--- src/hdl/bus_arb_pkg.sv ---
// constants shared by both ends of the external bus access link
// assumes a single 50 MHz core clock on both ends
package bus_arb_pkg;
	localparam int CLK_PERIOD_NS   = 20;
	localparam int NUM_BR_LINES    = 6;
	localparam int ID_WIDTH        = 3;
	localparam logic [2:0] ID_SINGLE = 3'h0;
	localparam int SYNC_STAGES     = 3;
	localparam int WAIT_CYCLES_DEF = 2;
	localparam logic RDY_DRV_RESET = 1'b0;
	// host ignores ready this long after select: covers both sync paths and the wait
	localparam int READY_SETTLE_CYCLES = 10;
endpackage : bus_arb_pkg

--- src/hdl/bus_arb_if.sv ---
// interface joining the processor end and the host end
// assumes the testbench resolves open-drain and three-state wires from the enables
`timescale 1ns/10ps
`default_nettype none
interface bus_arb_if;
	logic       ack_out;
	logic       ack_oe_n;
	logic       ack_in;
	logic       suspend_bus_float_n;
	logic       host_bus_request_n;
	logic       host_bus_grant_out;
	logic       host_bus_grant_oe_n;
	logic       host_bus_grant_in;
	logic       chip_select_n;
	logic       host_wait_ready_out;
	logic       host_wait_ready_oe_n;
	logic       host_wait_ready_in;
	logic [5:0] br_out;
	logic [5:0] br_oe_n;
	logic [5:0] br_in;
	logic       bus_oe_n;
	modport dev (
		output ack_out, ack_oe_n, host_bus_grant_out, host_bus_grant_oe_n,
		output host_wait_ready_out, host_wait_ready_oe_n, br_out, br_oe_n, bus_oe_n,
		input  ack_in, suspend_bus_float_n, host_bus_request_n, host_bus_grant_in,
		input  chip_select_n, br_in
	);
	modport host (
		output suspend_bus_float_n, host_bus_request_n, chip_select_n,
		input  host_bus_grant_in, host_wait_ready_in
	);
endinterface : bus_arb_if
`default_nettype wire

--- src/hdl/bus_arb_dev.sv ---
// processor end: acknowledge, suspend, host grant, ready drive, request lines
// assumes external wire resolution and pull-ups on unused request lines
`timescale 1ns/10ps
`default_nettype none
module bus_arb_dev
	import bus_arb_pkg::*;
#(
	parameter int WAIT_CYCLES = WAIT_CYCLES_DEF
)(
	input  wire logic                CORE_CLK_IN,
	input  wire logic                RST_N_IN,
	input  wire logic [ID_WIDTH-1:0] PROCESSOR_IDENTITY_INPUTS_IN,
	input  wire logic                READY_DRIVE_SELECT_IN,
	input  wire logic                EXT_ACCESS_REQ_IN,
	input  wire logic                SYNC_SLAVE_ACCESS_IN,
	input  wire logic                WANT_BUS_IN,
	output logic                     EXT_ACCESS_DONE_OUT,
	output logic                     IS_MASTER_OUT,
	bus_arb_if.dev                   link
);
	typedef enum logic [2:0] {
		ST_IDLE  = 3'b001,
		ST_WAIT  = 3'b010,
		ST_DONE  = 3'b100
	} acc_state_t;

	acc_state_t state_reg;
	acc_state_t state_next;
	logic [2:0] hbr_sync_reg;
	logic [2:0] cs_sync_reg;
	logic [2:0] suspend_bus_float_sync_reg;
	logic       hbr_lvl_reg;
	logic       cs_lvl_reg;
	logic       suspend_bus_float_lvl_reg;
	logic       ack_keep_reg;
	logic       grant_reg;
	logic       master_reg;
	logic       float_reg;
	logic       ack_drv_reg;
	logic       rdy_low_reg;
	logic       rdy_oe_n_reg;
	logic       rdy_out_reg;
	logic       done_reg;
	logic [1:0] slave_wait_reg;
	logic [1:0] host_wait_reg;
	logic [5:0] br_oe_n_reg;
	logic [5:0] own_mask;
	logic       peer_req;
	logic       suspend_bus_float_asserted;

	function automatic logic [5:0] id_to_mask(input logic [ID_WIDTH-1:0] id);
		logic [5:0] m;
		m = 6'h00;
		if (id != ID_SINGLE && id <= 3'h6) begin
			m[id - 3'h1] = 1'b1;
		end
		return m;
	endfunction : id_to_mask

	assign own_mask      = id_to_mask(PROCESSOR_IDENTITY_INPUTS_IN);
	// peers with low request lines; own line excluded
	assign peer_req      = |(~link.br_in & ~own_mask);
	assign suspend_bus_float_asserted = suspend_bus_float_lvl_reg;

	assign link.ack_out              = 1'b0;
	assign link.ack_oe_n             = ~ack_drv_reg;
	assign link.host_bus_grant_out   = ~grant_reg;
	assign link.host_bus_grant_oe_n  = ~master_reg & ~grant_reg;
	assign link.host_wait_ready_out  = rdy_out_reg;
	assign link.host_wait_ready_oe_n = rdy_oe_n_reg;
	assign link.br_out               = 6'h00;
	assign link.br_oe_n              = br_oe_n_reg;
	assign link.bus_oe_n             = float_reg;
	assign EXT_ACCESS_DONE_OUT       = done_reg;
	assign IS_MASTER_OUT             = master_reg;

	// three-stage sync; level changes once stages two and three agree
	always_ff @(posedge CORE_CLK_IN) begin
		if (!RST_N_IN) begin
			hbr_sync_reg  <= 3'h7;
			cs_sync_reg   <= 3'h7;
			suspend_bus_float_sync_reg <= 3'h7;
			hbr_lvl_reg   <= 1'b0;
			cs_lvl_reg    <= 1'b0;
			suspend_bus_float_lvl_reg  <= 1'b0;
		end else begin
			hbr_sync_reg  <= {hbr_sync_reg[1:0], link.host_bus_request_n};
			cs_sync_reg   <= {cs_sync_reg[1:0], link.chip_select_n};
			suspend_bus_float_sync_reg <= {suspend_bus_float_sync_reg[1:0], link.suspend_bus_float_n};
			if (hbr_sync_reg[2] == hbr_sync_reg[1]) begin
				hbr_lvl_reg <= ~hbr_sync_reg[1];
			end
			if (cs_sync_reg[2] == cs_sync_reg[1]) begin
				cs_lvl_reg <= ~cs_sync_reg[1];
			end
			if (suspend_bus_float_sync_reg[2] == suspend_bus_float_sync_reg[1]) begin
				suspend_bus_float_lvl_reg <= ~suspend_bus_float_sync_reg[1];
			end
		end
	end

	// keeper: an undriven line reads as x/z in sim, so hold the last known level
	always_ff @(posedge CORE_CLK_IN) begin
		if (!RST_N_IN) begin
			ack_keep_reg <= 1'b1;
		end else if (link.ack_in === 1'b0 || link.ack_in === 1'b1) begin
			ack_keep_reg <= link.ack_in;
		end
	end

	// arbitration: host first, then peers, then own wish
	always_ff @(posedge CORE_CLK_IN) begin
		if (!RST_N_IN) begin
			grant_reg  <= 1'b0;
			master_reg <= 1'b0;
		end else begin
			if (hbr_lvl_reg && (master_reg || grant_reg)) begin
				grant_reg  <= 1'b1;
				master_reg <= 1'b0;
			end else if (!hbr_lvl_reg) begin
				grant_reg  <= 1'b0;
				master_reg <= WANT_BUS_IN & ~peer_req;
			end
		end
	end

	// float bus when suspended or not master
	always_ff @(posedge CORE_CLK_IN) begin
		if (!RST_N_IN) begin
			float_reg <= 1'b1;
		end else begin
			// a seen host request floats in the same edge that raises the grant
			float_reg <= suspend_bus_float_asserted | ~master_reg | grant_reg | hbr_lvl_reg;
		end
	end

	// own request line only, open-drain low while wanting the bus
	always_ff @(posedge CORE_CLK_IN) begin
		if (!RST_N_IN) begin
			br_oe_n_reg <= 6'h3F;
		end else begin
			br_oe_n_reg <= ~(own_mask & {6{WANT_BUS_IN}});
		end
	end

	// outbound access sequencing
	always_comb begin
		state_next = state_reg;
		case (state_reg)
			ST_IDLE: begin
				if (EXT_ACCESS_REQ_IN && master_reg) begin
					state_next = ST_WAIT;
				end
			end
			ST_WAIT: begin
				// stall on suspend or low acknowledge
				if (!suspend_bus_float_asserted && !float_reg && ack_keep_reg) begin
					state_next = ST_DONE;
				end
			end
			ST_DONE: begin
				state_next = ST_IDLE;
			end
			default: begin
				state_next = ST_IDLE;
			end
		endcase
	end

	always_ff @(posedge CORE_CLK_IN) begin
		if (!RST_N_IN) begin
			state_reg <= ST_IDLE;
			done_reg  <= 1'b0;
		end else begin
			state_reg <= state_next;
			done_reg  <= (state_next == ST_DONE);
		end
	end

	// inbound synchronous access: fixed wait count with acknowledge pulled low
	always_ff @(posedge CORE_CLK_IN) begin
		if (!RST_N_IN) begin
			slave_wait_reg <= 2'h0;
			ack_drv_reg    <= 1'b0;
		end else if (SYNC_SLAVE_ACCESS_IN && !master_reg) begin
			if (slave_wait_reg != WAIT_CYCLES[1:0]) begin
				slave_wait_reg <= slave_wait_reg + 2'h1;
				ack_drv_reg    <= 1'b1;
			end else begin
				ack_drv_reg    <= 1'b0;
			end
		end else begin
			slave_wait_reg <= 2'h0;
			ack_drv_reg    <= 1'b0;
		end
	end

	// host asynchronous access: ready low for the wait count, then high
	always_ff @(posedge CORE_CLK_IN) begin
		if (!RST_N_IN) begin
			host_wait_reg <= 2'h0;
			rdy_low_reg   <= 1'b0;
		end else if (cs_lvl_reg && hbr_lvl_reg) begin
			if (host_wait_reg != WAIT_CYCLES[1:0]) begin
				host_wait_reg <= host_wait_reg + 2'h1;
				rdy_low_reg   <= 1'b1;
			end else begin
				rdy_low_reg   <= 1'b0;
			end
		end else begin
			host_wait_reg <= 2'h0;
			rdy_low_reg   <= 1'b0;
		end
	end

	// open-drain only pulls low; active drive also drives high
	always_ff @(posedge CORE_CLK_IN) begin
		if (!RST_N_IN) begin
			rdy_oe_n_reg <= 1'b1;
			rdy_out_reg  <= 1'b0;
		end else if (cs_lvl_reg && hbr_lvl_reg) begin
			rdy_out_reg  <= ~rdy_low_reg;
			rdy_oe_n_reg <= ~(rdy_low_reg | READY_DRIVE_SELECT_IN);
		end else begin
			rdy_out_reg  <= 1'b0;
			rdy_oe_n_reg <= 1'b1;
		end
	end
endmodule : bus_arb_dev
`default_nettype wire

--- src/flat_wrapper.sv ---
// flat-port wrapper written by rule: the top's interface ports become plain ports
module bus_arb_dev_flat import bus_arb_pkg::*;
#(
	parameter int WAIT_CYCLES = WAIT_CYCLES_DEF
)
  (CORE_CLK_IN, RST_N_IN, PROCESSOR_IDENTITY_INPUTS_IN, READY_DRIVE_SELECT_IN, EXT_ACCESS_REQ_IN, SYNC_SLAVE_ACCESS_IN, WANT_BUS_IN, EXT_ACCESS_DONE_OUT, IS_MASTER_OUT, link_ack_out, link_ack_oe_n, link_host_bus_grant_out, link_host_bus_grant_oe_n, link_host_wait_ready_out, link_host_wait_ready_oe_n, link_br_out, link_br_oe_n, link_bus_oe_n, link_ack_in, link_suspend_bus_float_n, link_host_bus_request_n, link_host_bus_grant_in, link_chip_select_n, link_br_in);
  bus_arb_if link_i ();
  input  wire logic CORE_CLK_IN;
  input  wire logic RST_N_IN;
  input  wire logic [ID_WIDTH-1:0] PROCESSOR_IDENTITY_INPUTS_IN;
  input  wire logic READY_DRIVE_SELECT_IN;
  input  wire logic EXT_ACCESS_REQ_IN;
  input  wire logic SYNC_SLAVE_ACCESS_IN;
  input  wire logic WANT_BUS_IN;
  output logic EXT_ACCESS_DONE_OUT;
  output logic IS_MASTER_OUT;
  output wire logic [$bits(link_i.ack_out)-1:0] link_ack_out;
  output wire logic [$bits(link_i.ack_oe_n)-1:0] link_ack_oe_n;
  output wire logic [$bits(link_i.host_bus_grant_out)-1:0] link_host_bus_grant_out;
  output wire logic [$bits(link_i.host_bus_grant_oe_n)-1:0] link_host_bus_grant_oe_n;
  output wire logic [$bits(link_i.host_wait_ready_out)-1:0] link_host_wait_ready_out;
  output wire logic [$bits(link_i.host_wait_ready_oe_n)-1:0] link_host_wait_ready_oe_n;
  output wire logic [$bits(link_i.br_out)-1:0] link_br_out;
  output wire logic [$bits(link_i.br_oe_n)-1:0] link_br_oe_n;
  output wire logic [$bits(link_i.bus_oe_n)-1:0] link_bus_oe_n;
  input wire logic [$bits(link_i.ack_in)-1:0] link_ack_in;
  input wire logic [$bits(link_i.suspend_bus_float_n)-1:0] link_suspend_bus_float_n;
  input wire logic [$bits(link_i.host_bus_request_n)-1:0] link_host_bus_request_n;
  input wire logic [$bits(link_i.host_bus_grant_in)-1:0] link_host_bus_grant_in;
  input wire logic [$bits(link_i.chip_select_n)-1:0] link_chip_select_n;
  input wire logic [$bits(link_i.br_in)-1:0] link_br_in;
  assign link_ack_out = link_i.ack_out;
  assign link_ack_oe_n = link_i.ack_oe_n;
  assign link_host_bus_grant_out = link_i.host_bus_grant_out;
  assign link_host_bus_grant_oe_n = link_i.host_bus_grant_oe_n;
  assign link_host_wait_ready_out = link_i.host_wait_ready_out;
  assign link_host_wait_ready_oe_n = link_i.host_wait_ready_oe_n;
  assign link_br_out = link_i.br_out;
  assign link_br_oe_n = link_i.br_oe_n;
  assign link_bus_oe_n = link_i.bus_oe_n;
  assign link_i.ack_in = link_ack_in;
  assign link_i.suspend_bus_float_n = link_suspend_bus_float_n;
  assign link_i.host_bus_request_n = link_host_bus_request_n;
  assign link_i.host_bus_grant_in = link_host_bus_grant_in;
  assign link_i.chip_select_n = link_chip_select_n;
  assign link_i.br_in = link_br_in;
  bus_arb_dev #(.WAIT_CYCLES(WAIT_CYCLES)) u_core (.CORE_CLK_IN(CORE_CLK_IN), .RST_N_IN(RST_N_IN), .PROCESSOR_IDENTITY_INPUTS_IN(PROCESSOR_IDENTITY_INPUTS_IN), .READY_DRIVE_SELECT_IN(READY_DRIVE_SELECT_IN), .EXT_ACCESS_REQ_IN(EXT_ACCESS_REQ_IN), .SYNC_SLAVE_ACCESS_IN(SYNC_SLAVE_ACCESS_IN), .WANT_BUS_IN(WANT_BUS_IN), .EXT_ACCESS_DONE_OUT(EXT_ACCESS_DONE_OUT), .IS_MASTER_OUT(IS_MASTER_OUT), .link(link_i));
endmodule
--- config.mk ---
export PLATFORM = sky130hd
export DESIGN_NAME = bus_arb_dev_flat
export DESIGN_NICKNAME = d
export VERILOG_FILES = /design/src/hdl/bus_arb_pkg.sv /design/src/hdl/bus_arb_if.sv /design/src/hdl/bus_arb_dev.sv /design/src/flat_wrapper.sv
export SDC_FILE = /design/constraint.sdc
export NUM_CORES = 1
export LEC_CHECK = 0
export ABC_AREA = 1
export BUFFER_PORTS_ARGS = -buffer_cell sky130_fd_sc_hd__buf_2
export CAP_MARGIN = 30
export CORE_UTILIZATION = 42
export CTS_CLUSTER_DIAMETER = 30
export CTS_CLUSTER_SIZE = 24
export DETAILED_ROUTE_END_ITERATION = 7
export PLACE_DENSITY_LB_ADDON = 0.15
export SLEW_MARGIN = 20
export SYNTH_ARGS = -nofsm -noshare
export SYNTH_HDL_FRONTEND = slang
export SYNTH_SLANG_ARGS = --single-unit
--- constraint.sdc ---
create_clock -name CORE_CLK_IN -period 2.1 [get_ports CORE_CLK_IN]
set_clock_uncertainty 0.2 [all_clocks]
set_input_delay 0.315 -clock CORE_CLK_IN [delete_from_list [all_inputs] [get_ports CORE_CLK_IN]]
set_output_delay 0.315 -clock CORE_CLK_IN [all_outputs]
set_load 0.03 [all_outputs]
# Word level (Yosys, flattened, before mapping)
# Index checks and enable logic that the tools add are counted.
# op_classes
n_addsub	3
magnitude_cmp	3
n_eq_ne	11
n_mux	10
n_bitwise	21
reduce_logical	18
# op_table
cell	count
$not A6 Y6	3
$and A6 B6 Y6	2
$not A1 Y1	10
$logic_and A1 B1 Y1	8
$mux W3	2
$mux W6	1
$ne A2 B2 Y1 const B	3
$pmux W3 S2	1
$reduce_or A6 Y1	1
$mux W1	5
$add A2 B1 Y2 const B	2
$lt A3 B4 Y1 const B	1
$or A1 B1 Y1	4
$reduce_and A2 Y1	2
$demux W1 S3	1
$eq A1 B1 Y1	3
$eq A3 B1 Y1 const B	1
$eq A3 B2 Y1 const B	1
$eq A3 B3 Y1 const B	1
$ge A3 B1 Y1 const B	1
$le A3 B3 Y1 const B	1
$logic_not A1 Y1	3
$reduce_bool A3 Y1	1
$sub A3 B1 Y3 const B	1
other kinds (4)	7
# totals
regBits	34
inputBits	20
out_inout_bits	21
elab_cells	85

# Longest topological paths before layout
# Gate-level depths: netlist of run 1.
# logic_depth
depth_word	11
depth_mapped	10
ltp_nobuf	10

# Least setup slack after synthesis of run 1
# Ideal clock, no wire load.
# synth_timing
path_type	in2reg
from	input port PROCESSOR_IDENTITY_INPUTS_IN[0]
to	register u_core.master_reg, in the netlist u_core.IS_MASTER_OUT
setup_ns	0.066
arrival_time_ns	1.308
t_required_ns	1.834
setup_slack_ns	0.526
path_stages	9
path_buffers	0
path_cell_list	inv_1 ha_1 inv_1 nand3_2 o21bai_2 nand2_1 nor2_2 nand2_1 a21oi_2
# synth_via
elab_chain_cells	11
elab_cells_between_ends	15
cone_classes	add/sub: 1; order compare: 3; mux: 3; bitwise: 4; reduce/logical: 4
# synth_lines
element	line	source
from (decl)	flat_wrapper.sv:10	input wire logic [ID_WIDTH-1:0] PROCESSOR_IDENTITY_INPUTS_IN;
$sub A3 B1 Y3	bus_arb_dev.sv:55	m[id - 3'h1] = 1'b1;
$lt A3 B4 Y1 (implied by the code) or $ge A3 B1 Y1 (tied branches)	bus_arb_dev.sv:55	
$logic_and A1 B1 Y1 (implied by the code)	bus_arb_dev.sv:55	
$mux W1 (implied by the code)	bus_arb_dev.sv:55	
$demux W1 S3	n/a	
$mux W6 (*)	bus_arb_dev.sv:54	if (id != ID_SINGLE && id <= 3'h6) begin
$not A6 Y6 (*)	bus_arb_dev.sv:62	assign peer_req = |(~link.br_in & ~own_mask);
$and A6 B6 Y6 (*)	bus_arb_dev.sv:62	
$reduce_or A6 Y1 (*)	bus_arb_dev.sv:62	
$not A1 Y1 (*)	bus_arb_dev.sv:122	master_reg <= WANT_BUS_IN & ~peer_req;
$and A1 B1 Y1 (*)	bus_arb_dev.sv:122	
to (signal assigned)	bus_arb_dev.sv:122	
to (decl)	bus_arb_dev.sv:37	logic master_reg;
# Mark *: on every way between the ends. The rest lies on a longest branch, timed or not.
# A chain may end at the register's enable or synchronous reset.

# Worst setup path after layout of run 1
# layout_timing
from	register u_core.master_reg, in the netlist u_core.IS_MASTER_OUT
to	output port IS_MASTER_OUT
# layout_lines
element	line	source
to (decl)	flat_wrapper.sv:16	output logic IS_MASTER_OUT;
# No word-level cell between the ends.

==> results of run 1 <==
==> where the power goes <==
group / switching (uW) / internal [uW] / total, uW
combinational: 76.9 / 47.7 / 125
clock: 192 / 126 / 318
sequential: 4.95 / 658 / 663
==> synth_stat cells (5+ instances only) <==
master    count  share of area (%)
nand3_2       5                3.7
nand3_1       5                1.9
or2_2         9                4.2
ha_1          5                4.6
nand2_1      22                6.1
o21bai_1      5                2.8
buf_4         7                3.9
inv_1        14                3.9
dfxtp_1      34                 51
nor2_1       23                6.4
==> layer usage <==
metal | global-route usage [%] | vias up
li1 | - | 559
met1 | 15.9 | 473
met2 | 25.5 | 27
met3 | 4.62 | 5
met4 | 9.18 | 0
met5 | 0 | -
==> per-stage QoR <==
step	area (sq um)	util, %	setup WS, ps	cells
5_1_grt	1620	53.2	455	242
2_1_floorplan	1370	-	526	162
4_1_cts	1620	53.2	528	242
3_3_place_gp	1530	50.0	315	230
3_5_place_dp	1530	50.0	267	230
6_report	1620	53.2	548	242
==> timing repair <==
action | in CTS | in global routing
hold endpoints to repair | 5 | 0
hold buffers | 5 | 0
setup endpoints to repair | 0 | 0
==> logic make-up after synthesis <==
group                      count (synthesis)  share of synthesized area, %
buffers and inverters                     25                          8.92
DFF                                       34                          50.6
AOI/OAI and AO/OA                         16                          7.90
adders and majority gates                  6                          5.39
and+or+nand+nor                           73                          26.3
xor gates and xnor gates                   1                         0.651
other                                      1                         0.279
==> final timing paths <==
path / start / to
worst min register to register: u_core.rdy_low_reg$_SDFF_PN0_ / u_core.link.host_wait_ready_out$_SDFF_PN0_
worst max-delay path: u_core.IS_MASTER_OUT$_SDFFE_PP0N_ / IS_MASTER_OUT
worst min-delay path: SYNC_SLAVE_ACCESS_IN / u_core.ack_drv_reg$_SDFF_PN0_
worst max register to register: u_core.host_wait_reg[0]$_SDFFE_PN0P_ / u_core.host_wait_reg[0]$_SDFFE_PN0P_
==> cell type report <==
class,instances,area [sq um],share of cell area (%)
Sequential cell,34,681,41.9
Multi-Input combinational cell,103,568,35.0
Timing Repair Buffer,37,210,13.0
Inverter,17,63.8,3.93
Tap cell,44,55.1,3.39
Clock buffer,7,45.0,2.78
==> impl_metrics.tcl, run 1 <==
set metrics [dict create \
    io_buffers 32 \
    drive_above_1_share_pct 29.8 \
    initial_core_util_pct 44.1 \
    wl_microns 2270 \
    dr.first_iter.drc_count 21 \
    cts.clk_slew.worst_paths_ps 90 \
    wl_met3_microns 116 \
    synth.distinct_cells 27 \
    critPathLaunchType "flop" \
    syn_to_final_growth_pct 20.5 \
    min_path_type "primary input to flop" \
    topRoutingLayerUsed "met4" \
    final_nets 223 \
    drv_slew 0 \
    antenna_found_initial 0 \
    hpwlAfterDp_microns 1660 \
    viasPerCell 4.40 \
    post-cts-setup-buffer-count 0 \
    path_max_fanout 7 \
    ant_nets 0 \
    setup_viol 0 \
    cts_sinks 34 \
    r2r_setup_slack_ps 780 \
    grt_max_degree 16 \
    grt_use_total_pct 14.8 \
    max_stage_delay_ps 470 \
    worst_ep_arrival_time_ps 1040 \
    irDropWorstVdd_uv 334 \
    postSynth.asyncResetShare_pct 0 \
    clk_latency_ps 320 \
    netlist_instances 156 \
    most-common-layout-cells "dfxtp_1 (34), buf_2 (32), nor2_1 (23)" \
    met2_length_microns 1090 \
    synth_seq_cells 34 \
    wl_met1_microns 1020 \
    vias 1064 \
    outcome "finished, final reports clean" \
    powerDensity_nw_per_um2 681 \
    final_common_cell "dfxtp_1" \
    netlist_area_sq_um 1350 \
    die_area_sq_um 3440 \
    period_share_pct 73.9 \
    cts_tree "done" \
    path_buf_inv 1 \
    fin_setup_tns_ps 0 \
    path_depth 1 \
    worst_ep_required_time_ps 1580 \
    power_uw 1110 \
    fin_crit_ps 1550 \
    crit_chain "buf_2" \
    ys_seq_area_share_pct 50.6 \
    grt_setup_unrepaired "no" \
    cts_root_buffer "clkbuf_4" \
    clockBufferDepth 2 \
    synth.avg_cell_area_sq_um 8.63 \
    r2r_cells 4 \
    holdWs_ps 55.1 \
    fmax_ghz 0.644 \
    grt_first_pass_wirelength_microns 3710 \
    core_area_sq_um 3050 \
    cts_buffers 5 \
    largest_reg_flops 6 \
    rows 20 \
    crit_family "flip-flops" \
    grt_overflow 0 \
    fillers 308 \
    maxCapViolations 0 \
    synth_flop_cell "dfxtp_1" \
    ys_warn_count 0 \
    p_leak_uw 0.000734 \
    die_height_microns 58.6 \
    hold_viol_final 0 \
    synth_enable_flop_cells 0 \
    diodes 0 \
    first_pass_iters 3 \
    critPathKind "flop to primary output" \
    htree_levels 2 \
    hold-path-cell-count 3 \
    ios 41 \
    wl_per_cell_microns 9.36 \
    cts_resized 0 \
    place_congestion 0.733 \
    cp-end-kind "primary output" \
    die_w_microns 58.6 \
    slowest_stage "dfxtp_1" \
    grt_pass1_vias 946 \
    drc 0 \
]
Note: power is estimated with default switching activity, not from simulation.
==> run 2: changes to the inputs <==
==> constraint.sdc (replaced) <==
create_clock -name CORE_CLK_IN -period 1.4 [get_ports CORE_CLK_IN]
set_clock_uncertainty 0.2 [all_clocks]
set_input_delay 0.21 -clock CORE_CLK_IN [delete_from_list [all_inputs] [get_ports CORE_CLK_IN]]
set_output_delay 0.21 -clock CORE_CLK_IN [all_outputs]
set_load 0.03 [all_outputs]
==> impl_metrics.tcl, run 2 (synthesized netlist as in run 1, its figures left out) <==
set metrics [dict create \
    irDropWorstVdd_uv 617 \
    final_nets 236 \
    placed_area_sq_um 1630 \
    syn_to_final_growth_pct 38.7 \
    htree_levels 2 \
    fmax_ghz 0.739 \
    fin_setup_tns_ps 0 \
    final_common_cell "dfxtp_1" \
    wl_microns 2390 \
    instances_no_fill 256 \
    hpwlAfterDp_microns 1690 \
    wl_per_cell_microns 9.32 \
    hold_viol_final 0 \
    die_area_sq_um 3440 \
    viasPerCell 4.43 \
    clk_latency_ps 330 \
    rows 20 \
    period_share_pct 96.6 \
    slowest_stage "dfxtp_4" \
    worst_ep_required_time_ps 990 \
    most-common-layout-cells "dfxtp_1 (32), buf_2 (29), nand2_1 (22)" \
    drv_slew 0 \
    core_area_sq_um 3050 \
    first_pass_iters 4 \
    critPathLaunchType "flop" \
    grt_first_pass_wirelength_microns 3830 \
    largest_reg_flops 6 \
    clockBufferDepth 2 \
    path_max_fanout 7 \
    grt_pass1_vias 977 \
    grt_use_total_pct 15.3 \
    cts.clk_slew.worst_paths_ps 100 \
    cts_root_buffer "clkbuf_4" \
    crit_family "flip-flops" \
    place_congestion 0.778 \
    die_w_microns 58.6 \
    critPathKind "flop to primary output" \
    power_uw 2160 \
    ios 41 \
    antenna_found_initial 0 \
    multi_input_area_sq_um 618 \
    crit_chain "clkbuf_4" \
    grt_max_degree 16 \
    dr.first_iter.drc_count 28 \
    min_path_type "primary input to flop" \
    setup_viol 0 \
    ant_nets 0 \
    io_buffers 32 \
    maxCapViolations 0 \
    cts_buffers 5 \
    initial_core_util_pct 44.1 \
    powerDensity_nw_per_um2 1160 \
    worst_ep_arrival_time_ps 940 \
    cts_sinks 34 \
    post-cts-setup-buffer-count 0 \
    fillers 277 \
    regArea_sq_um 686 \
    cp-end-kind "primary output" \
    path_buf_inv 1 \
    fin_crit_ps 1350 \
    grt_overflow 0 \
    dpl.cell_count 239 \
    cts_tree "done" \
    final_area_sq_um 1870 \
    diodes 0 \
    vias 1135 \
    die_height_microns 58.6 \
    p_leak_uw 0.000830 \
    grt_setup_unrepaired "no" \
    outcome "finished, final reports clean" \
    max_stage_delay_ps 410 \
    drive_above_1_share_pct 39.2 \
    drc 0 \
]
[run 2: cell types whose count changed in the layout (fill, tap and decap cells not counted), sizes merged]
cell / change
clkbuf: +1
dlygate4sd3: +4
clkinvlp: +1
inv: -1
buf: +7
bufinv: +2
[run 2: per-layer routing]
layer,global-route usage (%),share of wire [%]
met2,24.8,46
met5,0,0
met3,5.27,5.3
met1,17.3,48
met4,9.18,1.5
[run 2: final timing paths]
kind / from / endpoint / slack [ps] / depth (start not counted)
hold / removal: link_br_in[1] / u_core.IS_MASTER_OUT$_SDFFE_PP0N_ / 70 / 5
hold reg to reg: u_core.rdy_low_reg$_SDFF_PN0_ / u_core.link.host_wait_ready_out$_SDFF_PN0_ / 220 / 1
setup / recovery: u_core.IS_MASTER_OUT$_SDFFE_PP0N_ / IS_MASTER_OUT / 50 / 1
setup reg to reg: u_core.host_wait_reg[0]$_SDFFE_PN0P_ / u_core.host_wait_reg[0]$_SDFFE_PN0P_ / 100 / 4
[run 2: repair_timing]
action	in CTS	in global routing
pin swaps	0	1
endpoints found under the hold margin	16	0
resized for setup	2	11
setup endpoints to repair	2	7
hold buffers	9	0
[run 2: metrics by stage]
step	setup WS, ps	hold slack [ps]	util (%)
floorplan	4.69	94.6	-
global placement	-199	192	53.4
detailed placement	-223	199	53.4
CTS	5.12	58.1	60.1
global route	6.91	112	61.1
finish	47.4	73.4	61.1
[run 2: final cells by class]
| class | instances | area share [%] |
|---|---|---|
| repair buffers | 50 | 17.6 |
| well taps | 44 | 2.95 |
| flip-flops and latches | 34 | 36.7 |
| clock buffers | 6 | 2.75 |
| inverters | 17 | 3.62 |
| multi-input cells | 103 | 33.1 |
| clock inverters | 2 | 3.22 |
[run 2: power breakdown]
part           leakage [uW]  internal [uW]  total (uW)  switching [uW]
sequential         0.000278            986         993            7.06
combinational      0.000493            107         235             127
clock             0.0000585            605         929             324
total              0.000830           1700        2160             458
